`src/shared/dram_host_pkg.sv`:
```
// Constants, timing counts and types for the DRAM host controller
package dram_host_pkg;

	localparam int CLK_PERIOD_NS = 50;

	localparam int ADDR_W = 16;
	localparam int HALF_W = 8;
	localparam int DATA_W = 4;
	localparam int ROW_MSB = 15;
	localparam int ROW_LSB = 8;
	localparam int COL_MSB = 7;
	localparam int COL_LSB = 0;
	localparam int WAIT_W = 4;
	localparam int AGE_W = 8;
	localparam int INIT_W = 4;
	localparam int POWER_W = 12;
	localparam int TICK_W = 9;

	// Pin timing, as printed
	localparam int ROW_PULSE_NS = 80;
	localparam int ROW_PULSE_MAX_NS = 10000;
	localparam int ROW_HOLD_NS = 15;
	localparam int PRECHARGE_NS = 75;
	localparam int COL_PULSE_NS = 30;
	localparam int COL_ACCESS_NS = 30;
	localparam int GATE_ACCESS_NS = 20;
	localparam int GATE_FLOAT_NS = 20;
	localparam int CBR_SETUP_NS = 10;
	localparam int COL_TO_STORE_NS = 60;
	localparam int ROW_TO_STORE_NS = 110;
	localparam int STORE_PULSE_NS = 15;
	localparam int POWER_UP_NS = 100000;
	localparam int REFRESH_WINDOW_NS = 4000000;
	localparam int ROW_COUNT = 256;
	localparam int REFRESH_TICK_NS = REFRESH_WINDOW_NS / ROW_COUNT;
	localparam int INIT_CYCLES = 8;

	// Least times round up, longest round down, never below one cycle
	function automatic int cyc_min(input int ns);
		int c;
		c = (ns + CLK_PERIOD_NS - 1) / CLK_PERIOD_NS;
		return (c < 1) ? 1 : c;
	endfunction

	function automatic int cyc_max(input int ns);
		int c;
		c = ns / CLK_PERIOD_NS;
		return (c < 1) ? 1 : c;
	endfunction

	function automatic int max3(input int a, input int b, input int c);
		int m;
		m = (a > b) ? a : b;
		return (m > c) ? m : c;
	endfunction

	localparam logic [WAIT_W-1:0] ROW_PULSE_CYC = WAIT_W'(cyc_min(ROW_PULSE_NS));
	localparam logic [WAIT_W-1:0] ROW_HOLD_CYC = WAIT_W'(cyc_min(ROW_HOLD_NS));
	localparam logic [WAIT_W-1:0] PRECHARGE_CYC = WAIT_W'(cyc_min(PRECHARGE_NS));
	localparam logic [WAIT_W-1:0] ACCESS_CYC =
		WAIT_W'(cyc_min(max3(COL_PULSE_NS, COL_ACCESS_NS, GATE_ACCESS_NS)));
	localparam logic [WAIT_W-1:0] GATE_FLOAT_CYC = WAIT_W'(cyc_min(GATE_FLOAT_NS));
	localparam logic [WAIT_W-1:0] CBR_SETUP_CYC = WAIT_W'(cyc_min(CBR_SETUP_NS));
	localparam logic [WAIT_W-1:0] STORE_PULSE_CYC = WAIT_W'(cyc_min(STORE_PULSE_NS));
	localparam logic [WAIT_W-1:0] ONE_CYC = WAIT_W'(1);
	localparam logic [WAIT_W-1:0] PAGE_LINGER_CYC = WAIT_W'(4);
	localparam logic [AGE_W-1:0] COL_TO_STORE_CYC = AGE_W'(cyc_min(COL_TO_STORE_NS));
	localparam logic [AGE_W-1:0] ROW_TO_STORE_CYC = AGE_W'(cyc_min(ROW_TO_STORE_NS));
	localparam logic [AGE_W-1:0] ROW_PULSE_MAX_CYC = AGE_W'(cyc_max(ROW_PULSE_MAX_NS));
	localparam logic [AGE_W-1:0] PAGE_GUARD_CYC = AGE_W'(16);
	localparam logic [POWER_W-1:0] POWER_UP_CYC = POWER_W'(cyc_min(POWER_UP_NS));
	localparam logic [TICK_W-1:0] REFRESH_TICK_CYC = TICK_W'(cyc_max(REFRESH_TICK_NS));
	localparam logic [INIT_W-1:0] INIT_COUNT = INIT_W'(INIT_CYCLES);

	typedef enum logic [1:0] {
		OP_READ = 2'h0,
		OP_WRITE = 2'h1,
		OP_RMW = 2'h2
	} op_t;

	typedef enum logic [3:0] {
		ST_INIT_WAIT = 4'h0,
		ST_IDLE = 4'h1,
		ST_ROW_SETUP = 4'h2,
		ST_ROW = 4'h3,
		ST_COL = 4'h4,
		ST_ACCESS = 4'h5,
		ST_RMW_GATE = 4'h6,
		ST_RMW_STORE = 4'h7,
		ST_PAGE = 4'h8,
		ST_HIDE_UP = 4'h9,
		ST_HIDE_ROW = 4'hA,
		ST_REF_SETUP = 4'hB,
		ST_REF_ROW = 4'hC,
		ST_PRECHARGE = 4'hD
	} state_t;

endpackage

```
`src/shared/refresh_if.sv`:
```
// Refresh request and acknowledge between scheduler and sequencer
interface refresh_if;
	logic due;
	logic ack;
	logic powerUpDone;

	modport scheduler (output due, output powerUpDone, input ack);
	modport sequencer (input due, input powerUpDone, output ack);
endinterface

```
`src/verilog/refresh_scheduler.sv`:
```
// Power-up pause and periodic refresh request timer
module refresh_scheduler
	import dram_host_pkg::*;
(
	input wire logic mclk,
	input wire logic rst,
	refresh_if.scheduler sched
);

	logic [POWER_W-1:0] powerCnt;
	logic [TICK_W-1:0] tickCnt;
	logic powerDone;
	logic due;

	wire tick = powerDone && (tickCnt == REFRESH_TICK_CYC - TICK_W'(1));

	// Pause after power-up before any strobe moves
	always_ff @(posedge mclk) begin
		if (rst) begin
			powerCnt <= '0;
			powerDone <= 1'b0;
		end else if (!powerDone) begin
			powerCnt <= powerCnt + POWER_W'(1);
			powerDone <= (powerCnt == POWER_UP_CYC - POWER_W'(1));
		end
	end

	// One request per row slot keeps all rows inside the window; set beats ack
	always_ff @(posedge mclk) begin
		if (rst) begin
			tickCnt <= '0;
			due <= 1'b0;
		end else begin
			tickCnt <= (tick || !powerDone) ? '0 : tickCnt + TICK_W'(1);
			due <= tick || (due && !sched.ack);
		end
	end

	assign sched.due = due;
	assign sched.powerUpDone = powerDone;

endmodule

```
`src/verilog/dram_host_ctrl.sv`:
```
// Host-side sequencer driving a 64K x 4 page-mode DRAM over its pins
module dram_host_ctrl
	import dram_host_pkg::*;
(
	input wire logic mclk,
	input wire logic rst,
	input wire logic reqValid,
	input wire logic [1:0] reqOp,
	input wire logic [ADDR_W-1:0] reqAddr,
	input wire logic [DATA_W-1:0] reqWdata,
	input wire logic refreshRasOnly,
	output logic reqTaken,
	output logic [DATA_W-1:0] rdData,
	output logic rdValid,
	output logic initDone,
	output logic rowStrobeN,
	output logic colStrobeN,
	output logic storeStrobeN,
	output logic driveGateN,
	output logic [HALF_W-1:0] muxAddressPins,
	output logic [DATA_W-1:0] sharedDataOut,
	output logic sharedDataOe,
	input wire logic [DATA_W-1:0] sharedDataIn
);

	state_t state, next_state;
	op_t op, next_op;
	logic [WAIT_W-1:0] waitCnt, next_waitCnt;
	logic [HALF_W-1:0] rowAddr, colAddr, refRow;
	logic [DATA_W-1:0] wdata;
	logic [AGE_W-1:0] rasAge, casAge;
	logic [INIT_W-1:0] initLeft;
	logic rasOnlyMode;

	refresh_if rif();

	// Timer owns the due flag; this sequencer answers on ack
	refresh_scheduler refresh_scheduler_i (
		.mclk(mclk),
		.rst(rst),
		.sched(rif.scheduler)
	);

	// Saturating age of a strobe that is held low
	function automatic logic [AGE_W-1:0] bump(input logic [AGE_W-1:0] age);
		return (age == '1) ? age : age + AGE_W'(1);
	endfunction

	// Cycles each state lasts at least, except ST_PAGE, which lasts at most this long
	function automatic logic [WAIT_W-1:0] stay(input state_t s);
		case (s)
			ST_ROW: return ROW_HOLD_CYC;
			ST_ACCESS: return ACCESS_CYC;
			ST_RMW_GATE: return GATE_FLOAT_CYC;
			ST_RMW_STORE: return STORE_PULSE_CYC;
			ST_PAGE: return PAGE_LINGER_CYC;
			ST_HIDE_UP: return PRECHARGE_CYC;
			ST_HIDE_ROW: return ROW_PULSE_CYC;
			ST_REF_SETUP: return CBR_SETUP_CYC;
			ST_REF_ROW: return ROW_PULSE_CYC;
			ST_PRECHARGE: return PRECHARGE_CYC;
			default: return ONE_CYC;
		endcase
	endfunction

	// Request and refresh decisions
	wire waitDone = (waitCnt == '0);
	wire refreshWanted = rif.due || (rif.powerUpDone && initLeft != '0);
	wire sameRow = (reqAddr[ROW_MSB:ROW_LSB] == rowAddr);
	wire pageOk = (rasAge < ROW_PULSE_MAX_CYC - PAGE_GUARD_CYC);
	wire takeIdle = (state == ST_IDLE) && initDone && !refreshWanted && reqValid;
	wire takePage = (state == ST_PAGE) && reqValid && sameRow && !refreshWanted && pageOk;
	wire take = takeIdle || takePage;
	wire isRead = (op != OP_WRITE);
	wire readDone = (state == ST_ACCESS) && waitDone && isRead;
	wire hideNow = (op == OP_READ) && rif.due && !refreshRasOnly;
	wire storeTimingMet = (casAge >= COL_TO_STORE_CYC - AGE_W'(1)) &&
		(rasAge >= ROW_TO_STORE_CYC - AGE_W'(1));
	wire refDone = ((state == ST_REF_ROW) || (state == ST_HIDE_ROW)) && waitDone;
	wire pageLeave = waitDone || refreshWanted || (reqValid && !sameRow) || !pageOk;

	// Sequencer; every access path closes through precharge
	always_comb begin
		next_state = state;
		case (state)
			ST_INIT_WAIT: if (rif.powerUpDone) next_state = ST_IDLE;
			ST_IDLE: begin
				if (rif.powerUpDone && refreshWanted) next_state = ST_REF_SETUP;
				else if (takeIdle) next_state = ST_ROW_SETUP;
			end
			ST_ROW_SETUP: next_state = ST_ROW;
			ST_ROW: if (waitDone) next_state = ST_COL;
			ST_COL: next_state = ST_ACCESS;
			ST_ACCESS: begin
				if (waitDone) begin
					if (op == OP_RMW) next_state = ST_RMW_GATE;
					else if (hideNow) next_state = ST_HIDE_UP;
					else next_state = ST_PAGE;
				end
			end
			ST_RMW_GATE: if (waitDone && storeTimingMet) next_state = ST_RMW_STORE;
			ST_RMW_STORE: if (waitDone) next_state = ST_PAGE;
			ST_PAGE: begin
				if (takePage) next_state = ST_COL;
				else if (pageLeave) next_state = ST_PRECHARGE;
			end
			ST_HIDE_UP: if (waitDone) next_state = ST_HIDE_ROW;
			ST_HIDE_ROW: if (waitDone) next_state = ST_PRECHARGE;
			ST_REF_SETUP: if (waitDone) next_state = ST_REF_ROW;
			ST_REF_ROW: if (waitDone) next_state = ST_PRECHARGE;
			ST_PRECHARGE: if (waitDone) next_state = ST_IDLE;
			default: next_state = ST_INIT_WAIT;
		endcase
	end

	// Latched request fields, replaced only when a request is taken; the refresh mode follows its input in every idle cycle
	wire [HALF_W-1:0] next_rowAddr = take ? reqAddr[ROW_MSB:ROW_LSB] : rowAddr;
	wire [HALF_W-1:0] next_colAddr = take ? reqAddr[COL_MSB:COL_LSB] : colAddr;
	wire [DATA_W-1:0] next_wdata = take ? reqWdata : wdata;
	wire next_rasOnly = (state == ST_IDLE) ? refreshRasOnly : rasOnlyMode;
	assign next_op = take ? op_t'(reqOp) : op;
	assign next_waitCnt = (next_state != state) ? stay(next_state) - ONE_CYC :
		(waitDone ? '0 : waitCnt - ONE_CYC);

	// Pin values decoded from the coming state so the pins are plain flops
	wire colPhase = next_state inside {ST_COL, ST_ACCESS, ST_RMW_GATE, ST_RMW_STORE};
	wire refPhase = next_state inside {ST_REF_SETUP, ST_REF_ROW};
	wire earlyWrite = (next_op == OP_WRITE) && (next_state inside {ST_COL, ST_ACCESS});
	wire next_rowStrobeN = !(next_state inside {ST_ROW, ST_COL, ST_ACCESS, ST_RMW_GATE,
		ST_RMW_STORE, ST_PAGE, ST_HIDE_ROW, ST_REF_ROW});
	wire next_colStrobeN = !((next_state inside {ST_ACCESS, ST_RMW_GATE, ST_RMW_STORE,
		ST_HIDE_UP, ST_HIDE_ROW}) || (refPhase && !next_rasOnly));
	wire next_storeStrobeN = !(earlyWrite || next_state == ST_RMW_STORE);
	wire next_driveGateN = !(((next_op != OP_WRITE) && next_state == ST_ACCESS) ||
		(next_state inside {ST_HIDE_UP, ST_HIDE_ROW}));
	wire next_dataOe = earlyWrite || (next_state == ST_RMW_STORE);
	wire [HALF_W-1:0] next_mux = colPhase ? next_colAddr :
		((refPhase && next_rasOnly) ? refRow : next_rowAddr);

	// State, wait count and request latch
	always_ff @(posedge mclk) begin
		if (rst) begin
			state <= ST_INIT_WAIT;
			waitCnt <= '0;
			op <= OP_READ;
			rowAddr <= '0;
			colAddr <= '0;
			wdata <= '0;
			rasOnlyMode <= 1'b0;
		end else begin
			state <= next_state;
			waitCnt <= next_waitCnt;
			op <= next_op;
			rowAddr <= next_rowAddr;
			colAddr <= next_colAddr;
			wdata <= next_wdata;
			rasOnlyMode <= next_rasOnly;
		end
	end

	// Strobe ages drive the read-modify-write and page limits
	always_ff @(posedge mclk) begin
		if (rst) begin
			rasAge <= '0;
			casAge <= '0;
		end else begin
			rasAge <= rowStrobeN ? '0 : bump(rasAge);
			casAge <= colStrobeN ? '0 : bump(casAge);
		end
	end

	// Row-only refresh walks all rows; eight strobe cycles before first use
	always_ff @(posedge mclk) begin
		if (rst) begin
			refRow <= '0;
			initLeft <= INIT_COUNT;
			initDone <= 1'b0;
		end else begin
			if (refDone && rasOnlyMode && state == ST_REF_ROW)
				refRow <= refRow + HALF_W'(1);
			if (refDone && initLeft != '0)
				initLeft <= initLeft - INIT_W'(1);
			initDone <= rif.powerUpDone && (initLeft == '0);
		end
	end

	assign rif.ack = refDone;

	// Pins and user answers, all registered
	always_ff @(posedge mclk) begin
		if (rst) begin
			rowStrobeN <= 1'b1;
			colStrobeN <= 1'b1;
			storeStrobeN <= 1'b1;
			driveGateN <= 1'b1;
			muxAddressPins <= '0;
			sharedDataOut <= '0;
			sharedDataOe <= 1'b0;
			reqTaken <= 1'b0;
			rdValid <= 1'b0;
			rdData <= '0;
		end else begin
			rowStrobeN <= next_rowStrobeN;
			colStrobeN <= next_colStrobeN;
			storeStrobeN <= next_storeStrobeN;
			driveGateN <= next_driveGateN;
			muxAddressPins <= next_mux;
			sharedDataOut <= next_wdata;
			sharedDataOe <= next_dataOe;
			reqTaken <= take;
			rdValid <= readDone;
			if (readDone) rdData <= sharedDataIn;
		end
	end

endmodule

```
`config.mk`:
```
export PLATFORM = sky130hd
export DESIGN_NAME = dram_host_ctrl
export DESIGN_NICKNAME = d
export VERILOG_FILES = /design/src/shared/dram_host_pkg.sv /design/src/shared/refresh_if.sv /design/src/verilog/refresh_scheduler.sv /design/src/verilog/dram_host_ctrl.sv
export SDC_FILE = /design/constraint.sdc
export NUM_CORES = 1
export LEC_CHECK = 0
export BUFFER_PORTS_ARGS = -buffer_cell sky130_fd_sc_hd__buf_2
export CORE_ASPECT_RATIO = 1.4
export CORE_UTILIZATION = 50
export CTS_BUF_LIST = sky130_fd_sc_hd__clkbuf_8 sky130_fd_sc_hd__clkbuf_16
export DETAILED_ROUTE_END_ITERATION = 10
export GPL_ROUTABILITY_DRIVEN = 0
export GPL_TIMING_DRIVEN = 0
export PLACE_DENSITY_LB_ADDON = 0.25
export SKIP_CTS_REPAIR_TIMING = 1
export SYNTH_ARGS = -nofsm -noshare
export SYNTH_HDL_FRONTEND = slang
export SYNTH_SLANG_ARGS = --single-unit
```
`constraint.sdc`:
```
create_clock -name mclk -period 3.7 [get_ports mclk]
set_input_delay 0.555 -clock mclk [delete_from_list [all_inputs] [get_ports mclk]]
set_output_delay 0.555 -clock mclk [all_outputs]
set_load 0.005 [all_outputs]
```
## Yosys cells after proc, flatten, opt, wreduce, memory -nomap -nowiden

Memory sizes are Yosys's and may differ from the RTL's.
Cells that the tools add are included.

- Register bits: 102
- Latch bits: 0
- Bits in writable memories: 0
- ROM bits: 48
- Input port bits: 30
- Logic and storage cells: 159
- Memories: 1

- $add $sub $neg: 8
- $mul: 0
- Div/mod/pow operators: 0
- Magnitude comparators: 3
- Eq/ne operators: 33
- Shift operators: 0
- Mux-type cells: 25
- Bitwise gates (word level): 0
- Reductions and logical operators: 64

Memory list:

| name | words | bits a word | read ports | clocked after Yosys merged registers in | write ports | RTL line | RTL |
|---|---|---|---|---|---|---|---|
| (no name shown) | 16 | 3 | 1 | 0 | 0 | dram_host_ctrl.sv:51 | `case (s)` |

Operators with widths:

| operator | number |
|---|---|
| 4-bit 2-to-1 mux | 16 |
| 4-bit one-hot mux with 13 select lines | 1 |
| 4-bit equality test, second input constant | 11 |
| 4-bit by 3-bit equality test with 1-bit output, second input constant | 8 |
| 8-bit 2-to-1 mux | 4 |
| 1-bit logical AND | 27 |
| 8-bit by 1-bit adder with 8-bit output, second input constant | 3 |
| 8-bit equality test, second input constant | 2 |
| 12-bit by 1-bit adder with 12-bit output, second input constant | 1 |
| 12-bit by 11-bit equality test with 1-bit output, second input constant | 1 |
| 4-bit by 2-bit equality test with 1-bit output, second input constant | 3 |
| 4-bit logical NOT | 3 |
| 4-bit by 1-bit subtractor with 4-bit output, second input constant | 3 |
| 1-bit logical NOT | 11 |
| 1-bit logical OR | 11 |
| 9-bit by 1-bit adder with 9-bit output, second input constant | 1 |
| 9-bit equality test, second input constant | 1 |
| 8-bit equality test | 1 |
| 8-bit by 1-bit greater-or-equal comparator with 1-bit output, second input constant | 1 |
| 8-bit by 2-bit greater-or-equal comparator with 1-bit output, second input constant | 1 |
| 8-bit < comparator, second input constant | 1 |
| 4-bit nonzero test | 2 |
| 8-bit nonzero test | 1 |
| 2-bit OR reduction | 4 |
| other kinds (10) | 15 |

## Depth between registers and ports, before layout

Gate-level depths: netlist (run 1).

- Word-level depth: 14
- Mapped depth: 14
- Mapped depth without buffers: 14

## Cells and area by module

A second synthesis (run 1) with hierarchy kept.

- Cells, all modules: 565
- Area total of the unflattened synthesis: 5021.1 sq um

By module, submodules not included:

| module | instances | cells each | area each (sq um) |
|---|---|---|---|
| dram_host_ctrl | 1 | 449 | 3986.3 |
| refresh_scheduler | 1 | 116 | 1034.7 |

## Worst setup path before layout (run 1)

OpenSTA, ideal clock, no wires.

- Kind: register to register
- From: register initLeft[0]
- To: register muxAddressPins[5]
- Library setup time: 0.137 ns
- Arrival: 3.116 ns
- Path slack: 0.448 ns
- Cell stages (with the launch flop): 15
- Buffers on the path: 1
- Clock period less this slack: 3.252 ns
- Path through: dfxtp_1 > inv_1 > ha_1 > or3b_4 > a221o_1 > o31a_4 > nor2b_1 > nor2_1 > inv_1 > ha_1 > nor3b_4 > o221ai_2 > buf_6 > and2_4 > o32ai_1

- Cells in the longest elaborated chain, start to end: 14
- Elaborated cells between the ends (all ways): 31
- Classes of those cells: 6 x eq/ne; 9 x mux; 16 x reduce/logical

Ends and longest elaborated chain:

| what | RTL line | RTL |
|---|---|---|
| start: declaration | dram_host_ctrl.sv:32 | `logic [INIT_W-1:0] initLeft;` |
| start signal: assignment | dram_host_ctrl.sv:182 | `initLeft <= initLeft - INIT_W'(1);` |
| 4-bit nonzero test * | dram_host_ctrl.sv:68 | `wire refreshWanted = rif.due \|\| (rif.powerUpDone && initLeft != '0);` |
| 1-bit logical AND * | dram_host_ctrl.sv:68 |  |
| 1-bit logical OR * | dram_host_ctrl.sv:68 |  |
| 1-bit logical OR or 1-bit logical NOT (tied branches) | dram_host_ctrl.sv:80, dram_host_ctrl.sv:71, dram_host_ctrl.sv:72 |  |
| 1-bit logical OR or 1-bit logical AND (tied branches) (2 in series) | dram_host_ctrl.sv:80, dram_host_ctrl.sv:71 |  |
| 4-bit 2-to-1 mux (on tied branches) | dram_host_ctrl.sv:105, dram_host_ctrl.sv:89 |  |
| 4-bit 2-to-1 mux (on tied branches) | dram_host_ctrl.sv:104, dram_host_ctrl.sv:88 |  |
| 4-bit one-hot mux with 13 select lines * | dram_host_ctrl.sv:85 | `case (state)` |
| net next_state[0] | dram_host_ctrl.sv:26 | `state_t state, next_state;` |
| 4-bit equality test | dram_host_ctrl.sv:127 | `wire refPhase = next_state inside {ST_REF_SETUP, ST_REF_ROW};` |
| 2-bit nonzero test | dram_host_ctrl.sv:127 |  |
| 1-bit logical AND | dram_host_ctrl.sv:138 | `((refPhase && next_rasOnly) ? refRow : next_rowAddr);` |
| 8-bit 2-to-1 mux | dram_host_ctrl.sv:138 |  |
| 8-bit 2-to-1 mux * | dram_host_ctrl.sv:137 | `wire [HALF_W-1:0] next_mux = colPhase ? next_colAddr :` |
| end signal: assignment | dram_host_ctrl.sv:207 | `muxAddressPins <= next_mux;` |
| end: declaration | dram_host_ctrl.sv:20 | `output logic [HALF_W-1:0] muxAddressPins,` |

Mark *: on every way through the listed nets, which the timed path passes. The rest lies on a longest branch.
A chain may end at the register's enable or synchronous reset.

## Worst setup path after layout (run 1)

- From: register initLeft[0]
- To: register muxAddressPins[6]

Same word-level chain as after synthesis.

==> summary.md, run 1 <==
| Metric | Value |
|---|---|
| CP Launch Type | flop |
| Share of cells above drive strength 1 | 0.171 |
| Pin count of the biggest net entering global routing | 21 |
| Post-synth top area cell | dfxtp_1 |
| Effective utilization at floorplan | 0.515 |
| Mapped Avg Cell Area | 8.85 um2 |
| Most frequent cell after synthesis | nor2_1 |
| Final Max Slew Viols | 0 |
| Post-synth top cells | nor2_1 (105), dfxtp_1 (102), mux2i_1 (31) |
| Area Growth Syn to Fin | 16.0% |
| CP max FO | 10 |
| RSZ-0062 raised after global routing | no |
| Initial antenna violation count | 0 |
| Core area | approximately 9500 um2 |
| Worst Max-Slew Pin Slew | a little under 1000 ps |
| Comb pwr share | 0.026 |
| CTS tree | done |
| Crit end category | flop |
| Cells after Synth | about 550 |
| DP HPWL | 8580 um |
| Static Leak | between 0.002 and 0.0025 uW |
| I/O pin total | between 50 and 60 |
| Hold_sp | reqWdata[3] |
| Final period utilization | 0.951 |
| Largest cells by area after synthesis | dfxtp_1 (42%), nor2_1 (8.0%), mux2i_1 (6.3%), xnor2_1 (3.8%), xor2_1 (3.8%) |
| Vias per inst | roughly 5.7 |
| Global-route wire length before repair | 18900 um |
| CTS clock-pin slew for the worst setup and hold paths | 70 ps |
| Post-synth cell types | 63 |
| Routed len/inst | about 15 um |
| All-layer global routing usage | 0.234 |
| Net Switching | 501 uW |
| Crit path from | initLeft[0]$_SDFFE_PP0P_ |
| # rows | 42 |
| Ys flop type | dfxtp_1 |
| Worst clock skew | between 8 and 9 ps |
| Worst setup margin | 183 ps |
| Root buffer cell | clkbuf_16 |
| Layout fillers | ~850 |
| CTS buffer count | 9 |
| Final WL | roughly 11000 um |
| Drt drc | 0 |
| Final setup fails | 0 |
| DP Area | 5330 um2 |
| WP data arrival | approximately 3700 ps |
| Post-route ant nets | 0 |
| Die width | 85.7 um |
| Share of the synthesized area in the top cell type | 0.417 |
| Worst Path Required | a little under 4000 ps |
| Async SR Flop Fraction | 0 |
| Placed insts | between 700 and 800 |
| Worst slack, placed | -151 ps |
| Final Critical Period | around 3500 ps |
| Clock H-tree levels | 3 |
| Yosys warns | 0 |
| Max_slew headroom | 0.345 |
| Clk network pwr share | 0.449 |
| Achievable Freq | about 0.28 GHz |
| Critical path type | reg2reg |
| DRT Pass-1 Iters | 5 |
| Vias in the first global route | 4061 |
| Worst-Skew Late Latency | ~350 ps |
| Int Pwr | approximately 1600 uW |
| HP Class | in2reg |
| Hold WS | about 430 ps |
| Max clock buf depth | 2 |
| Iter 0 DRT Violations | about 240 |
| Max-cap violation count | 0 |
| GR Overflow Total | 0 |
| Run status | finished, final reports clean |
| Reg2reg start | initLeft[0]$_SDFFE_PP0P_ |
| Syn_nets | ~600 |
| Finished Cell Area | between 5000 and 6000 um2 |
| Die area | 10200 um2 |
| Final Hold Fails | 0 |
| Power share of the sequential group | 0.525 |
| Total clock sinks | between 100 and 150 |
| Total number of vias | between 4000 and 5000 |
| Seq cells post-synth | between 100 and 150 |
| I/O Buffers | 53 |
| Max rail drop VDD | around 0.00031 V |
| PD cells | ~370 nW/um2 |
| # diodes | 0 |
| Register area share after synthesis | 0.417 |
| Number of synthesized flops with an enable pin | 0 |
| Nets | around 670 |
| Sw frac | 0.239 |
| Mapped cell area | 4900 um2 |
| Die height | ~120 um |
| Final Non-Filler Cells | 758 |
[flip-flops by register name (all words and copies together) (netlist names), 8 cells and up]
| register | count |
|---|---|
| muxAddressPins | 8 |
| refresh_scheduler_i.tickCnt | 9 |
| casAge | 8 |
| rasAge | 8 |
| refresh_scheduler_i.powerCnt | 12 |
| colAddr | 8 |
| refRow | 8 |
| rowAddr | 8 |
[worst paths after layout]
kind | cells after the start | slack [ps] | end
worst max-delay path | 14 | 180 | muxAddressPins[6]$_SDFF_PP0_
worst min-delay path | 3 | 430 | sharedDataOut[3]$_SDFFE_PP0N_
worst max register to register | 14 | 180 | muxAddressPins[6]$_SDFF_PP0_
worst min register to register | 1 | 460 | refresh_scheduler_i.tickCnt[0]$_SDFF_PP0_
[cell usage in the layout, fill, tap and decap left out, types with 8 or more instances in the layout]
| cell type | instances |
|---|---|
| a21oi_1 | 16 |
| and3_1 | 14 |
| buf_2 | 55 |
| clkbuf_1 | 12 |
| clkbuf_16 | 9 |
| dfxtp_1 | 102 |
| ha_1 | 14 |
| inv_1 | 15 |
| mux2i_1 | 31 |
| nand2_1 | 27 |
| nand3_1 | 23 |
| nand4_1 | 15 |
| nor2_1 | 104 |
| nor2b_1 | 8 |
| nor3_1 | 14 |
| o21ai_0 | 20 |
| xnor2_1 | 21 |
| xor2_1 | 21 |
[power groups by stage]
stage	Sequential [uW]	Clock (uW)	Combinational [uW]
5_1_grt	1100	1010	58.8
3_3_place_gp	1130	0	52.7
6_report	1100	943	54.5
4_1_cts	1100	960	54.3
2_1_floorplan	1130	0	24.4
3_5_place_dp	1130	0	54.0
[final cells by class]
type	count	area (um2)	share of cell area
Clock inverter	7	72.6	0.0128
Multi-Input combinational cell	418	2750	0.483
Inverter	15	56.3	0.00990
Sequential cell	102	2040	0.359
Buffer	19	90.1	0.0158
Clock buffer	9	225	0.0396
Tap cell	132	165	0.0290
Timing Repair Buffer	56	288	0.0506
[logic make-up after synthesis]
family | count (synthesis) | share of synthesized area
AND/OR/NAND/NOR | 248 | 0.259
multiplexers | 31 | 0.0633
flip-flops | 102 | 0.417
adder cells (fa/ha/maj) | 14 | 0.0357
XOR/XNOR | 42 | 0.0750
AO/OA/AOI/OAI | 83 | 0.120
buffers and inverters | 34 | 0.0296
[critical path, stage by stage (launching register included)]
cell      delay [ps]
dfxtp_1          340
inv_1             70
ha_1             170
or3b_4           410
a221o_1          410
o31a_4           370
nor2b_1          200
nor2_4           210
inv_1             90
ha_1             290
nor3b_4          200
o221ai_4         210
buf_6            170
and2_0           160
o32ai_1          100
[layer usage]
layer	track usage	part of all wire
met5	0	0
met4	0.105	0.027
met3	0.0464	0.044
met2	0.404	0.51
met1	0.277	0.41
[per-stage QoR]
step | power (uW) | utilization | setup TNS (ps)
CTS | 2120 | 0.592 | -1200
global route | 2170 | 0.598 | 0
floorplan | 1150 | - | 0
global placement | 1180 | 0.561 | -470
detailed placement | 1180 | 0.561 | -897
finish | 2100 | 0.598 | 0
(Power assumes the default switching activity.)
==> run 2: changes to the inputs <==
- clock period: 3.7 -> 4.5 ns (I/O delays scaled with it)
==> summary.md, run 2 (synthesis gave the netlist of run 1 again) <==
| Metric | Value |
|---|---|
| Run status | finished, final reports clean |
| Worst Reg-to-Reg Cells | 14 |
| DRT Pass-1 Iters | 5 |
| PD cells | 306 nW/um2 |
| Vias in the first global route | ~4100 |
| Drt drc | 0 |
| Total number of vias | between 4000 and 5000 |
| CP max-delay cell | a221o_1 |
| Placed insts | between 700 and 800 |
| Final Non-Filler Cells | about 760 |
| Top flop regs | refresh_scheduler_i.powerCnt x12, refresh_scheduler_i.tickCnt x9 |
| Hold_sp | refresh_scheduler_i.tickCnt[0]$_SDFF_PP0_ |
| All-layer global routing usage | 0.234 |
| Die width | ~86 um |
| Max-cap violation count | 0 |
| Vias per inst | 5.67 |
| Clock H-tree levels | 3 |
| Post-route ant nets | 0 |
| Crit-path max cell delay | between 400 and 500 ps |
| DP HPWL | 8580 um |
| Final WL | 11400 um |
| Final setup fails | 0 |
| Crit path from | initLeft[0]$_SDFFE_PP0P_ |
| Initial antenna violation count | 0 |
| Largest register FFs | 12 |
| Top Metal Used | met4 |
| Routed len/inst | 15.1 um |
| Iter 0 DRT Violations | around 240 |
| Total length of routed met3 wires | a little under 500 um |
| Worst clock skew | approximately 7.1 ps |
| CTS buffer count | 9 |
| Final Max Slew Viols | 0 |
| Final Critical Period | roughly 4000 ps |
| Crit path buf inv count | 3 |
| WP data arrival | just over 4000 ps |
| Top reg by flops | refresh_scheduler_i.powerCnt |
| Multi-input gate area | approximately 2700 um2 |
| Worst R2R Setup Slack | roughly 610 ps |
| Crit path max-delay family | simple AND/OR/NAND/NOR gates |
| GR Overflow Total | 0 |
| CP Launch Type | flop |
| M1 WL | about 4800 um |
| Crit end category | flop |
| Total clock sinks | a little over 100 |
| HP Class | reg2reg |
| Critical Path Stages | 14 |
| Die height | roughly 120 um |
| Worst Path Required | approximately 4700 ps |
| Critical Path, Cell by Cell | inv_1 -> ha_1 -> or3b_4 -> a221o_1 -> nor4_1 -> nor2b_1 -> nor2_1 -> inv_1 -> ha_1 -> nor3b_4 -> o221ai_2 -> buf_6 -> and2_0 -> o32ai_1 |
| Final Hold Fails | 0 |
| Final period utilization | 0.865 |
| Max_slew headroom | 0.347 |
| Critical path type | reg2reg |
| Max clock buf depth | 2 |
| Root buffer cell | clkbuf_16 |
| Area Growth Syn to Fin | 14.9% |
| Seq. cell area | approximately 2000 um2 |
| Most frequent cells in the layout | nor2_1 (105), dfxtp_1 (102), buf_2 (55) |
| Share of cells above drive strength 1 | 0.161 |
| Static Leak | 0.00230 uW |
| Pin count of the biggest net entering global routing | 21 |
| # diodes | 0 |
| Effective utilization at floorplan | 0.515 |
| Global-route wire length before repair | ~19000 um |
| Worst-Skew Late Latency | 350 ps |
| I/O pin total | 54 |
| CTS clock-pin slew for the worst setup and hold paths | approximately 70 ps |
| I/O Buffers | 53 |
| Nets | approximately 660 |
| Max rail drop VDD | roughly 0.00026 V |
| R2r endpoint | muxAddressPins[6]$_SDFF_PP0_ |
| # rows | 42 |
| Sum Neg Setup Slack | 0 ps |
| Core area | about 9500 um2 |
| WL met2 | ~5800 um |
| RSZ-0062 raised after global routing | no |
| Die area | around 10000 um2 |
| Worst Max-Slew Pin Slew | approximately 970 ps |
| Achievable Freq | around 0.26 GHz |
| Layout fillers | between 800 and 900 |
| CP max FO | 10 |
| Critical Path End | muxAddressPins[6]$_SDFF_PP0_ |
| CTS tree | done |
| Most common cell after layout, fill and taps aside | nor2_1 |
| Reg2reg start | initLeft[0]$_SDFFE_PP0P_ |
-- run 2: cell count changes in the layout (fill, tap and decap cells not counted), sizes merged --
cell  previous run  this run
buf             62        59
-- run 2: how the worst min path moves through the flow --
| stage | end | slack [ps] | cells after the start |
|---|---|---|---|
| after floorplan | refresh_scheduler_i.tickCnt[0]$_SDFF_PP0_ | 430 | 1 |
| after global placement | refresh_scheduler_i.tickCnt[0]$_SDFF_PP0_ | 440 | 1 |
| after detailed placement | refresh_scheduler_i.tickCnt[0]$_SDFF_PP0_ | 450 | 1 |
| after CTS | refresh_scheduler_i.tickCnt[0]$_SDFF_PP0_ | 470 | 1 |
| after global routing | refresh_scheduler_i.tickCnt[0]$_SDFF_PP0_ | 500 | 1 |
| final | refresh_scheduler_i.tickCnt[0]$_SDFF_PP0_ | 460 | 1 |
-- run 2: per-stage QoR --
step           area [um2]  worst slack (ps)  total power (uW)  hold WS (ps)  utilization
2_1_floorplan        4900              1250               947           426            -
3_3_place_gp         5330               693               970           438        0.561
3_5_place_dp         5330               649               972           453        0.561
4_1_cts              5630               615              1740           470        0.592
5_1_grt              5630               350              1780           504        0.592
6_report             5630               606              1730           464        0.592
-- run 2: cell type report --
type	instances	area share
tap	132	0.0293
timing repair buffer	53	0.0471
multi-input combinational	418	0.482
clock inverter	7	0.0129
buffer	19	0.0158
clock buffer	9	0.0400
sequential	102	0.363
inverter	15	0.0100
-- run 2: routing by layer --
layer | vias up | global-route usage
met5 | - | 0
met4 | 0 | 0.105
met3 | 30 | 0.0464
met2 | 138 | 0.404
met1 | 2027 | 0.277
li1 | 2088 | -
-- run 2: power by group --
group	internal (uW)	switching [uW]
clock	393	382
sequential	904	2.04
combinational	17.3	27.0
total	1310	411
